[config.mk]
export PLATFORM = sky130hd
export DESIGN_NAME = dcsr_regs
export DESIGN_NICKNAME = d
export VERILOG_FILES = /design/src/dcsr_pkg.sv /design/src/dcsr_regs.sv
export SDC_FILE = /design/constraint.sdc
export NUM_CORES = 1
export LEC_CHECK = 0
export ABC_AREA = 0
export BUFFER_PORTS_ARGS = -buffer_cell sky130_fd_sc_hd__buf_2
export CORE_MARGIN = 3
export CORE_UTILIZATION = 35
export DETAILED_ROUTE_END_ITERATION = 16
export HOLD_SLACK_MARGIN = 0.03
export PLACE_DENSITY = 0.65
export SYNTH_ARGS = -nofsm -noshare
export SYNTH_HDL_FRONTEND = slang
export SYNTH_SLANG_ARGS = --single-unit
[constraint.sdc]
create_clock -name i_mclk -period 4.9 [get_ports i_mclk]
set_input_delay 1.47 -clock i_mclk [delete_from_list [all_inputs] [get_ports i_mclk]]
set_output_delay 1.47 -clock i_mclk [all_outputs]
set_load 0.03 [all_outputs]
[src/dcsr_pkg.sv]
// dcsr_pkg: register map, field positions and carriers for the disk controller status/error bank
// assumes a 32-bit apb slave with word-aligned registers
package dcsr_pkg;

    // register byte offsets
    localparam logic [7:0] DCSR_OFF_CONDITION = 8'h00;
    localparam logic [7:0] DCSR_OFF_FAULT     = 8'h04;
    localparam logic [7:0] DCSR_OFF_DIAG      = 8'h08;
    localparam logic [7:0] DCSR_OFF_IRQ_STAT  = 8'h0C;
    localparam logic [7:0] DCSR_OFF_IRQ_MASK  = 8'h10;
    localparam logic [7:0] DCSR_OFF_CTRL      = 8'h14;

    // controller_condition bit positions
    localparam int DCSR_CC_BUSY    = 7;
    localparam int DCSR_CC_ACCEPT  = 6;
    localparam int DCSR_CC_WFAULT  = 5;
    localparam int DCSR_CC_SETTLED = 4;
    localparam int DCSR_CC_XFER    = 3;
    localparam int DCSR_CC_CORRECTED_FLAG    = 2;
    localparam int DCSR_CC_INDEX   = 1;
    localparam int DCSR_CC_ERROR   = 0;

    // command_fault_cause bit positions
    localparam int DCSR_FC_BADBLK  = 7;
    localparam int DCSR_FC_UNCORR  = 6;
    localparam int DCSR_FC_IDMISS  = 4;
    localparam int DCSR_FC_ABORT   = 2;
    localparam int DCSR_FC_HOMEMIS = 1;

    // implemented bits of the fault register; 5, 3, 0 stay zero
    localparam logic [7:0] DCSR_FC_USED_MASK = 8'hD6;

    // interrupt status bit positions
    localparam int DCSR_IRQ_CMD_DONE  = 0;
    localparam int DCSR_IRQ_CMD_ERROR = 1;
    localparam int DCSR_IRQ_INDEX     = 2;
    localparam int DCSR_IRQ_CORRECTED_FLAG      = 3;
    localparam int DCSR_IRQ_W         = 4;

    // ctrl bit positions (write-one pulses)
    localparam int DCSR_CTRL_CLR_CORRECTED_FLAG  = 0;
    localparam int DCSR_CTRL_CLR_INDEX = 1;

    // reset values
    localparam logic [7:0]          DCSR_RST_BYTE = 8'h00;
    localparam logic [DCSR_IRQ_W-1:0] DCSR_RST_IRQ = 4'h0;
    localparam logic [31:0]         DCSR_RD_ZERO  = 32'h0000_0000;

    // live drive levels from the controller core
    typedef struct packed {
        logic busy;
        logic accepting;
        logic write_fault;
        logic settled;
        logic xfer_req;
    } dcsr_drive_t;

    // command completion report, valid on cmd_done
    typedef struct packed {
        logic cmd_done;
        logic corrected;
        logic bad_block;
        logic uncorrectable;
        logic id_missing;
        logic aborted;
        logic home_missing;
    } dcsr_result_t;

endpackage

[src/dcsr_regs.sv]
// dcsr_regs: controller condition and command fault registers with apb access and interrupt
// assumes the controller core runs on i_mclk; the index pin is asynchronous and synchronised here
`timescale 1ns/1ps
module dcsr_regs
    import dcsr_pkg::*;
(
    input  wire logic         i_mclk,
    input  wire logic         i_srst,
    // apb slave
    input  wire logic         i_psel,
    input  wire logic         i_penable,
    input  wire logic         i_pwrite,
    input  wire logic [7:0]   i_paddr,
    input  wire logic [31:0]  i_pwdata,
    input  wire logic [3:0]   i_pstrb,
    output logic      [31:0]  o_prdata,
    output logic              o_pready,
    output logic              o_pslverr,
    // controller core, same clock
    input  wire dcsr_drive_t  i_drive,
    input  wire dcsr_result_t i_result,
    // index sensor pin, asynchronous
    input  wire logic         i_index_pin,
    // host-side status outputs
    output logic      [15:0]  o_diag_word,
    output logic              o_irq
);

    ////////////////////////////////////////////////////////////////////////////
    // register map: one aligned 32-bit word each, unused upper bits read zero
    //
    //   0x00 condition   read-only; live drive levels plus three kept flags
    //   0x04 fault       read-only; causes of the last finished command
    //   0x08 diag        read-only; condition byte above fault byte
    //   0x0C irq status  write one to clear; events set it again at once
    //   0x10 irq mask    read/write; same layout as irq status
    //   0x14 ctrl        write-one pulses; reads zero, keeps nothing
    //   elsewhere        bus error; reads zero, writes dropped
    //
    // condition bits
    //   7 busy           live; controller still working on a command
    //   6 accepting      live; drive can take a new command
    //   5 write fault    live; write fault seen by the drive
    //   4 settled        live; heads sit over a track
    //   3 transfer req   live; drive ready to move data
    //   2 corrected      kept; a completion needed correction
    //   1 index          kept; index edge seen on the pin
    //   0 error          last completion reported some cause
    //
    // fault bits, rewritten as a whole by every completion
    //   7 bad block      block carries a bad mark
    //   6 uncorrectable  data error beyond correction
    //   4 id missing     no id field for the wanted sector
    //   2 aborted        command refused or drive status error
    //   1 home missing   recalibrate did not find the home track
    //   5, 3, 0          unused; always zero, writes cannot reach them
    //
    // irq status bits
    //   0 done           every completion
    //   1 done faulty    completion with any fault cause
    //   2 index          synchronised index edge
    //   3 corrected      completion that needed correction
    //
    // ctrl bits
    //   0 clear corrected flag
    //   1 clear index flag
    //   an event in the clearing cycle wins and keeps its flag set
    //
    // timing seen by software
    //   read data is captured at the setup edge and held to the next read
    //   a completion shows in reads set up one cycle later
    //   the diag port lags the live bits by one cycle
    //   a pin index edge reaches its flag three edges later
    //
    // limitations
    //   only the last completion's causes are kept; earlier ones are lost
    //   writes to the read-only words are dropped without a bus error
    //   byte lanes other than lane 0 carry nothing in this bank

    ////////////////////////////////////////////////////////////////////////////
    // index pin synchroniser and edge detect

    logic idx_s1_r;
    logic idx_s2_r;
    logic idx_s3_r;
    logic index_rise;

    // plain two-stage sync, third stage only for the edge;
    // only stage two reads stage one, so a metastable first flop never fans out
    // reset level matches the idle pin, so no false edge follows reset
    always_ff @(posedge i_mclk) begin
        if (i_srst) begin
            idx_s1_r <= 1'b0;
            idx_s2_r <= 1'b0;
            idx_s3_r <= 1'b0;
        end else begin
            idx_s1_r <= i_index_pin;
            idx_s2_r <= idx_s1_r;
            idx_s3_r <= idx_s2_r;
        end
    end

    // one-cycle pulse on the synchronised rising edge
    assign index_rise = idx_s2_r & ~idx_s3_r;

    ////////////////////////////////////////////////////////////////////////////
    // apb decode

    logic        wr_acc;
    logic        rd_setup;
    logic        ctrl_wr;
    logic        stat_wr;
    logic        mask_wr;
    logic        addr_ok;
    logic [31:0] wdata_m;

    // zero-wait slave: every access completes in its first access cycle,
    // so a write lands at the first access edge and never waits on the core
    assign o_pready = 1'b1;
    assign wr_acc   = i_psel & i_penable & i_pwrite;
    // read data is captured one edge early, in the setup phase
    assign rd_setup = i_psel & ~i_penable & ~i_pwrite;
    assign addr_ok  = (i_paddr == DCSR_OFF_CONDITION) || (i_paddr == DCSR_OFF_FAULT)
                   || (i_paddr == DCSR_OFF_DIAG)      || (i_paddr == DCSR_OFF_IRQ_STAT)
                   || (i_paddr == DCSR_OFF_IRQ_MASK)  || (i_paddr == DCSR_OFF_CTRL);
    // unmapped words answer with an error but change nothing
    assign o_pslverr = i_psel & i_penable & ~addr_ok;

    // write strobes of the three writable words
    assign ctrl_wr  = wr_acc && (i_paddr == DCSR_OFF_CTRL);
    assign stat_wr  = wr_acc && (i_paddr == DCSR_OFF_IRQ_STAT);
    assign mask_wr  = wr_acc && (i_paddr == DCSR_OFF_IRQ_MASK);

    // byte-lane masked write data; only lane 0 matters in this bank
    always_comb begin
        for (int i = 0; i < 4; i++) begin
            wdata_m[i*8 +: 8] = i_pstrb[i] ? i_pwdata[i*8 +: 8] : 8'h00;
        end
    end

    ////////////////////////////////////////////////////////////////////////////
    // condition and fault state
    // live levels pass straight through; only the flags below are stored

    logic       corrected_flag_r;
    logic       corrected_flag_nxt;
    logic       index_r;
    logic       index_nxt;
    logic       err_r;
    logic       err_nxt;
    logic [7:0] fault_r;
    logic [7:0] fault_nxt;
    logic       clr_corrected_flag;
    logic       clr_index;
    logic       new_fault;
    logic [7:0] fault_in;

    // ctrl is a pulse word; nothing stays behind for a later strobe to replay
    assign clr_corrected_flag  = ctrl_wr && wdata_m[DCSR_CTRL_CLR_CORRECTED_FLAG];
    assign clr_index = ctrl_wr && wdata_m[DCSR_CTRL_CLR_INDEX];

    // gather the causes of the finished command
    always_comb begin
        fault_in = DCSR_RST_BYTE;
        fault_in[DCSR_FC_BADBLK]  = i_result.bad_block;
        fault_in[DCSR_FC_UNCORR]  = i_result.uncorrectable;
        fault_in[DCSR_FC_IDMISS]  = i_result.id_missing;
        fault_in[DCSR_FC_ABORT]   = i_result.aborted;
        fault_in[DCSR_FC_HOMEMIS] = i_result.home_missing;
    end

    assign new_fault = |fault_in;

    // each completion replaces the fault byte; corrected_flag/index are sticky until cleared
    // a clear and a set in one cycle leave the flag set, so no event is lost
    always_comb begin
        fault_nxt = fault_r;
        err_nxt   = err_r;
        corrected_flag_nxt  = corrected_flag_r;
        index_nxt = index_r;
        if (i_result.cmd_done) begin
            fault_nxt = fault_in & DCSR_FC_USED_MASK;
            err_nxt   = new_fault;
        end
        if (clr_corrected_flag) begin
            corrected_flag_nxt = 1'b0;
        end
        if (i_result.cmd_done && i_result.corrected) begin
            corrected_flag_nxt = 1'b1;
        end
        if (clr_index) begin
            index_nxt = 1'b0;
        end
        if (index_rise) begin
            index_nxt = 1'b1;
        end
    end

    // plain register stage for the kept flags and the fault byte
    always_ff @(posedge i_mclk) begin
        if (i_srst) begin
            fault_r <= DCSR_RST_BYTE;
            err_r   <= 1'b0;
            corrected_flag_r  <= 1'b0;
            index_r <= 1'b0;
        end else begin
            fault_r <= fault_nxt;
            err_r   <= err_nxt;
            corrected_flag_r  <= corrected_flag_nxt;
            index_r <= index_nxt;
        end
    end

    ////////////////////////////////////////////////////////////////////////////
    // condition byte assembly and diagnostic word

    logic [7:0]  cond_byte;
    logic [15:0] diag_r;
    logic [15:0] diag_nxt;

    always_comb begin
        cond_byte = DCSR_RST_BYTE;
        cond_byte[DCSR_CC_BUSY]    = i_drive.busy;
        cond_byte[DCSR_CC_ACCEPT]  = i_drive.accepting;
        cond_byte[DCSR_CC_WFAULT]  = i_drive.write_fault;
        cond_byte[DCSR_CC_SETTLED] = i_drive.settled;
        cond_byte[DCSR_CC_XFER]    = i_drive.xfer_req;
        cond_byte[DCSR_CC_CORRECTED_FLAG]    = corrected_flag_r;
        cond_byte[DCSR_CC_INDEX]   = index_r;
        cond_byte[DCSR_CC_ERROR]   = err_r;
    end

    assign diag_nxt = {cond_byte, fault_r};

    // registered so the data output is glitch free; one cycle behind the live bits
    always_ff @(posedge i_mclk) begin
        if (i_srst) begin
            diag_r <= {DCSR_RST_BYTE, DCSR_RST_BYTE};
        end else begin
            diag_r <= diag_nxt;
        end
    end

    assign o_diag_word = diag_r;

    ////////////////////////////////////////////////////////////////////////////
    // interrupt status and mask
    // level output; high while any unmasked status bit is set

    logic [DCSR_IRQ_W-1:0] irq_stat_r;
    logic [DCSR_IRQ_W-1:0] irq_stat_nxt;
    logic [DCSR_IRQ_W-1:0] irq_mask_r;
    logic [DCSR_IRQ_W-1:0] irq_mask_nxt;
    logic [DCSR_IRQ_W-1:0] irq_ev;
    logic                  irq_r;
    logic                  irq_nxt;

    // events that raise interrupt status bits
    always_comb begin
        irq_ev = DCSR_RST_IRQ;
        // every completion
        irq_ev[DCSR_IRQ_CMD_DONE]  = i_result.cmd_done;
        // completion with any cause
        irq_ev[DCSR_IRQ_CMD_ERROR] = i_result.cmd_done & new_fault;
        // synchronised pin edge
        irq_ev[DCSR_IRQ_INDEX]     = index_rise;
        // completion that needed correction
        irq_ev[DCSR_IRQ_CORRECTED_FLAG]      = i_result.cmd_done & i_result.corrected;
    end

    // write-one-to-clear; a same-cycle event keeps its bit set
    always_comb begin
        irq_stat_nxt = irq_stat_r;
        irq_mask_nxt = irq_mask_r;
        if (stat_wr) begin
            irq_stat_nxt = irq_stat_r & ~wdata_m[DCSR_IRQ_W-1:0];
        end
        if (mask_wr) begin
            irq_mask_nxt = wdata_m[DCSR_IRQ_W-1:0];
        end
        // set after clear, so an event in the clearing cycle survives
        irq_stat_nxt = irq_stat_nxt | irq_ev;
    end

    // level follows the next state, so the pin and the status word agree
    assign irq_nxt = |(irq_stat_nxt & irq_mask_nxt);

    // mask resets to zero: no interrupt until software opts in
    always_ff @(posedge i_mclk) begin
        if (i_srst) begin
            irq_stat_r <= DCSR_RST_IRQ;
            irq_mask_r <= DCSR_RST_IRQ;
            irq_r      <= 1'b0;
        end else begin
            irq_stat_r <= irq_stat_nxt;
            irq_mask_r <= irq_mask_nxt;
            irq_r      <= irq_nxt;
        end
    end

    assign o_irq = irq_r;

    ////////////////////////////////////////////////////////////////////////////
    // read data; condition and fault are read-only, writes to them are dropped
    // an unmapped word reads zero and raises pslverr in its access phase

    logic [31:0] rdata_r;
    logic [31:0] rdata_nxt;

    always_comb begin
        rdata_nxt = rdata_r;
        if (rd_setup) begin
            unique case (i_paddr)
                // live condition byte, kept flags included
                DCSR_OFF_CONDITION: rdata_nxt = {24'h00_0000, cond_byte};
                DCSR_OFF_FAULT:     rdata_nxt = {24'h00_0000, fault_r & DCSR_FC_USED_MASK};
                // live pair, one cycle ahead of the diag port
                DCSR_OFF_DIAG:      rdata_nxt = {16'h0000, diag_nxt};
                DCSR_OFF_IRQ_STAT:  rdata_nxt = {28'h000_0000, irq_stat_r};
                DCSR_OFF_IRQ_MASK:  rdata_nxt = {28'h000_0000, irq_mask_r};
                // ctrl and unmapped words read zero
                default:            rdata_nxt = DCSR_RD_ZERO;
            endcase
        end
    end

    // captured in setup so prdata comes from a flop during access
    always_ff @(posedge i_mclk) begin
        if (i_srst) begin
            rdata_r <= DCSR_RD_ZERO;
        end else begin
            rdata_r <= rdata_nxt;
        end
    end

    assign o_prdata = rdata_r;

endmodule // dcsr_regs

## After elaboration in Yosys (flattened, before gate mapping)

Index checks and enable logic that the tools add are counted.

| word-level totals | value |
|---|---|
| flip-flop bits (word level) | 65 |
| output and inout bits | 51 |
| word-level logic and storage cells | 57 |

| cells by class | value |
|---|---|
| eq/ne operators | 5 |
| multiplexer cells | 8 |
| bitwise operators | 16 |
| reductions and logical operators | 16 |

Operators by type and width:

| cell | count |
|---|---|
| 16-bit case mux with 5 select lines | 1 |
| 8-bit by 4-bit equality test with 1-bit output (second input constant) | 2 |
| 8-bit by 5-bit equality test with 1-bit output (second input constant) | 2 |
| 4-bit two-way mux | 3 |
| 1-bit AND | 8 |
| 4-bit AND | 2 |
| 8-bit by 3-bit equality test with 1-bit output (second input constant) | 1 |
| 8-bit zero test | 1 |
| 1-bit logical AND | 6 |
| 1-bit logical OR | 5 |
| 5-bit OR reduction | 1 |
| 1-bit two-way mux | 4 |
| 1-bit NOT | 4 |
| 4-bit NOT | 1 |
| 4-bit OR | 1 |
| 2-bit nonzero test | 2 |
| 4-bit OR reduction | 1 |

## Depth between registers and ports, before layout

| depth | value |
|---|---|
| depth after elaboration | 8 |
| mapped depth | 6 |
| mapped depth without buffers | 5 |

## Worst setup path before layout

OpenSTA, ideal clock, no wires.

| timing | value |
|---|---|
| kind | input to output |
| start point | input port i_paddr[5] |
| end point | output port o_pslverr |
| arrival time | 2.479 ns |
| slack | 0.951 ns |
| stages | 4 |
| cells stage by stage | or4b_1 > clkbuf_1 > o21ai_0 > a21oi_1 |

| between the ends | value |
|---|---|
| word-level cells in the longest chain between the ends | 8 |
| elaborated cells between the ends (all ways) | 13 |

Ends and longest elaborated chain:

| element | RTL line | text |
|---|---|---|
| start, declared | dcsr_regs.sv:13 | `input wire logic [7:0] i_paddr,` |
| 8-bit by 3-bit equality test with 1-bit output or 8-bit zero test (tied branches) | dcsr_regs.sv:123 | `assign addr_ok = (i_paddr == DCSR_OFF_CONDITION) \|\| (i_paddr == DCSR_OFF_FAULT)` |
| 1-bit logical OR | dcsr_regs.sv:123 |  |
| 1-bit logical OR (2 in a row) | dcsr_regs.sv:124 | `\|\| (i_paddr == DCSR_OFF_DIAG) \|\| (i_paddr == DCSR_OFF_IRQ_STAT)` |
| 1-bit logical OR | dcsr_regs.sv:125 | `\|\| (i_paddr == DCSR_OFF_IRQ_MASK) \|\| (i_paddr == DCSR_OFF_CTRL);` |
| 1-bit logical OR (*) | dcsr_regs.sv:125 |  |
| 1-bit NOT (*) | dcsr_regs.sv:127 | `assign o_pslverr = i_psel & i_penable & ~addr_ok;` |
| 1-bit AND (*) | dcsr_regs.sv:127 |  |
| end, declared | dcsr_regs.sv:18 | `output logic o_pslverr,` |

Mark *: on every way between the ends. The rest lies on a longest branch, timed or not.

## Worst setup path in the final report

Ends and elaborated chain as after synthesis.

==> metrics.md <==
| Metric | Value |
|---|---|
| Yosys warnings | `0` |
| Nets | `341` |
| Final Hold Viols | `0` |
| Internal power | `about 0.00060 W` |
| Vias in the first global route | `between 1500 and 2000` |
| Buffers from clock root to sink, at most | `2` |
| DR top layer | `met4` |
| Vias | `between 1500 and 2000` |
| Post-route ant nets | `0` |
| Fraction of final layout cells sized beyond drive strength 1 | `0.275` |
| IO buf count | `61` |
| Most used cell, CP | `buf_2` |
| Worst VDD drop | `0.201 mV` |
| Crit-path cells | `buf_2, or4b_1, o21ai_0, a21oi_1, buf_2` |
| Diode count | `0` |
| Dpl ws | `0.704 ns` |
| WP data arrival | `about 2.8 ns` |
| Initial antenna violation count | `0` |
| Gpl congestion | `0.874` |
| Wire length per cell | `roughly 14 µm` |
| Hold crit path type | `reg -> reg` |
| Worst slew pin tran | `approximately 0.86 ns` |
| TritonCTS clock tree | `yes` |
| Share of power burned in registers | `0.517` |
| Vias per cell | `4.84` |
| Cts repair resizes | `0` |
| WL met3 | `about 380 µm` |
| Clk_lat worst skew | `around 0.3 ns` |
| Logic pwr share | `0.113` |
| Worst EP required | `roughly 3.4 ns` |
| WHS | `roughly 0.44 ns` |
| Clock sink count | `a little under 50` |
| Reg clk slew, reported paths | `~0.09 ns` |
| First-pass GRT wire length | `8450 µm` |
| Fmax | `between 0.2 and 0.25 GHz` |
| Die width | `about 84 µm` |
| Max cap viols | `0` |
| Crit path max-delay family | `simple AND/OR/NAND/NOR gates` |
| NetSw | `just over 0.0002 W` |
| M1 wire length | `2360 µm` |
| Post-synth EDFFs | `0` |
| Area Growth Syn to Fin | `18.4%` |
| RSZ-0062 raised after global routing | `no` |
| Sw Share | `0.254` |
| Worst setup margin | `between 0.6 and 0.7 ns` |
| Syn avg cell area | `roughly 9.5 µm²` |
| Met2 WL post-DR | `about 2200 µm` |
| Mapped Cells | `about 220` |
| Relative slew margins | `0.427` |
| Reg area | `approximately 980 µm²` |
| Die H | `about 84 µm` |
| IO Pins | `between 100 and 150` |
| # setup viols final | `0` |
| Worst path slowest cell | `or4b_1` |
| P_leak | `roughly 1.1 nW` |
| Multi-input gate area | `around 990 µm²` |
| Setup crit end kind | `output port` |
| Status | `completed` |
| Worst setup SP type | `input pin` |
| Fin crit period | `4.28 ns` |
| Die area | `6980 µm²` |
| Drt pass-1 iters | `5` |
| Clock buffer count from CTS | `5` |
| Post-route design area | `approximately 2500 µm²` |
| Bufs and invs on worst path | `2` |
| Pin count of the biggest net entering global routing | `50` |
| Clock Tree Root | `clkbuf_8` |
| Slowest stage delay, CP | `around 0.66 ns` |
| Seq cells post-synth | `49` |
| Asr flop ratio synth | `0` |
| Dpl cell area | `2370 µm²` |
| Clk network pwr share | `0.370` |
| Post-Place Cells | `~340` |
| Post-Route WL | `4990 µm` |
| Core area | `5680 µm²` |
| Main synth FF type | `dfxtp_1` |
| Setup TNS | `0 ns` |
| Ratio of final minimum period to clock period | `0.874` |
| DR DRC count | `0` |
| Final HPWL DP | `3670 µm` |
| H-tree levels | `2` |
| Detailed router's first-iteration violation count | `between 150 and 200` |
| Setup Skew | `0.00181 ns` |
| Fill cells | `596` |
| Gr usage total | `0.148` |
| # Post-CTS Setup Buffers | `0` |
| Yosys cell types | `37` |
| Initial Utilization | `0.371` |
| Syn Std Cell Area | `2100 µm²` |
| Seq/Total Area, Yosys | `0.466` |
| Critical Path Fanout Max | `6` |
| Critical Setup Path Class | `in -> out` |
| Pwr per Cell Area | `approximately 320 nW/µm²` |
| Layout Cells excl Fill | `352` |
| Max-slew violation count | `0` |
| Hold buffers post-CTS | `0` |
| Cell row count | `27` |
| Global route overflow | `0` |
final cells by class:
| cell class | instances | area share |
|---|---|---|
| repair buffers | 61 | 0.123 |
| flip-flops and latches | 49 | 0.394 |
| multi-input cells | 161 | 0.399 |
| inverters | 1 | 0.00151 |
| clock buffers | 7 | 0.0347 |
| well taps | 72 | 0.0362 |
| clock inverters | 1 | 0.0121 |
placed cells by master, fill, tap and decap left out, types with 2 or more instances in the layout:
cell type	synthesis	layout
or4_1	2	2
o21ai_0	7	7
nand2_1	17	17
dfxtp_1	49	49
nor2b_1	19	19
nand2b_1	2	2
and3_1	2	2
conb_1	2	20
a21o_1	3	3
buf_2	0	61
a21oi_1	11	11
o41ai_2	3	3
clkbuf_8	0	6
nand3_1	2	2
o31ai_1	3	3
nand4_1	3	3
nor2_1	26	26
a22o_1	2	2
a222oi_1	2	2
a2bb2oi_1	5	5
a22oi_1	13	13
mux2i_1	6	6
layer usage:
| metal | global-route usage | vias up |
|---|---|---|
| li1 | - | 860 |
| met1 | 0.201 | 773 |
| met2 | 0.227 | 67 |
| met3 | 0.0484 | 4 |
| met4 | 0.0351 | 0 |
| met5 | 0 | - |
power by group through the flow:
stage	registers (W)	logic, W	clock network (W)
after floorplan	0.000434	0.0000647	0
after global placement	0.000426	0.0000900	0
after detailed placement	0.000426	0.0000909	0
after CTS	0.000417	0.0000913	0.000305
after global routing	0.000419	0.0000997	0.000324
final	0.000417	0.0000911	0.000299
cells by family (layout without fill, tap and decap cells):
family | count (synthesis) | after routing | synth area share
other cells | 2 | 20 | 0.00357
flops | 49 | 49 | 0.466
compound gates | 52 | 52 | 0.192
xor+xnor | 1 | 1 | 0.00416
mux | 6 | 6 | 0.0286
simple gates | 82 | 82 | 0.212
buf+inv | 30 | 70 | 0.0928
sequential cells by signal (all words and copies together) (netlist names):
register / count
irq_mask_r: 4
corrected_flag_r: 1
err_r: 1
index_r: 1
o_diag_word: 13
idx_s2_r: 1
fault_r: 5
o_irq: 1
idx_s3_r: 1
o_prdata: 16
idx_s1_r: 1
irq_stat_r: 4
stage by stage:
| stage | util | total power (W) |
|---|---|---|
| 6_report | 0.439 | 0.000807 |
| 5_1_grt | 0.439 | 0.000842 |
| 4_1_cts | 0.439 | 0.000813 |
| 3_5_place_dp | 0.418 | 0.000517 |
| 3_3_place_gp | 0.418 | 0.000516 |
| 2_1_floorplan | - | 0.000498 |
path summary, 6_finish.rpt:
kind	start	to	slack (ns)	depth (start not counted)
setup reg to reg	corrected_flag_r	o_prdata[2]	3.82	4
setup / recovery	i_paddr[5]	o_pslverr	0.62	5
hold reg to reg	idx_s1_r	idx_s2_r	0.44	1
hold / removal	idx_s1_r	idx_s2_r	0.44	1
cell usage after synthesis, types with 2 or more instances:
library cell | instances | area share
a21o_1 | 3 | 0.011
a21oi_1 | 11 | 0.026
a222oi_1 | 2 | 0.0095
a22o_1 | 2 | 0.0083
a22oi_1 | 13 | 0.046
a2bb2oi_1 | 5 | 0.021
and3_1 | 2 | 0.0059
buf_4 | 20 | 0.071
clkbuf_1 | 8 | 0.014
conb_1 | 2 | 0.0036
dfxtp_1 | 49 | 0.47
mux2i_1 | 6 | 0.029
nand2_1 | 17 | 0.030
nand2b_1 | 2 | 0.0059
nand3_1 | 2 | 0.0048
nand4_1 | 3 | 0.0089
nor2_1 | 26 | 0.046
nor2b_1 | 19 | 0.057
o21ai_0 | 7 | 0.017
o31ai_1 | 3 | 0.011
o41ai_2 | 3 | 0.023
or4_1 | 2 | 0.0071
No activity file was read; power rests on OpenSTA's default activity.
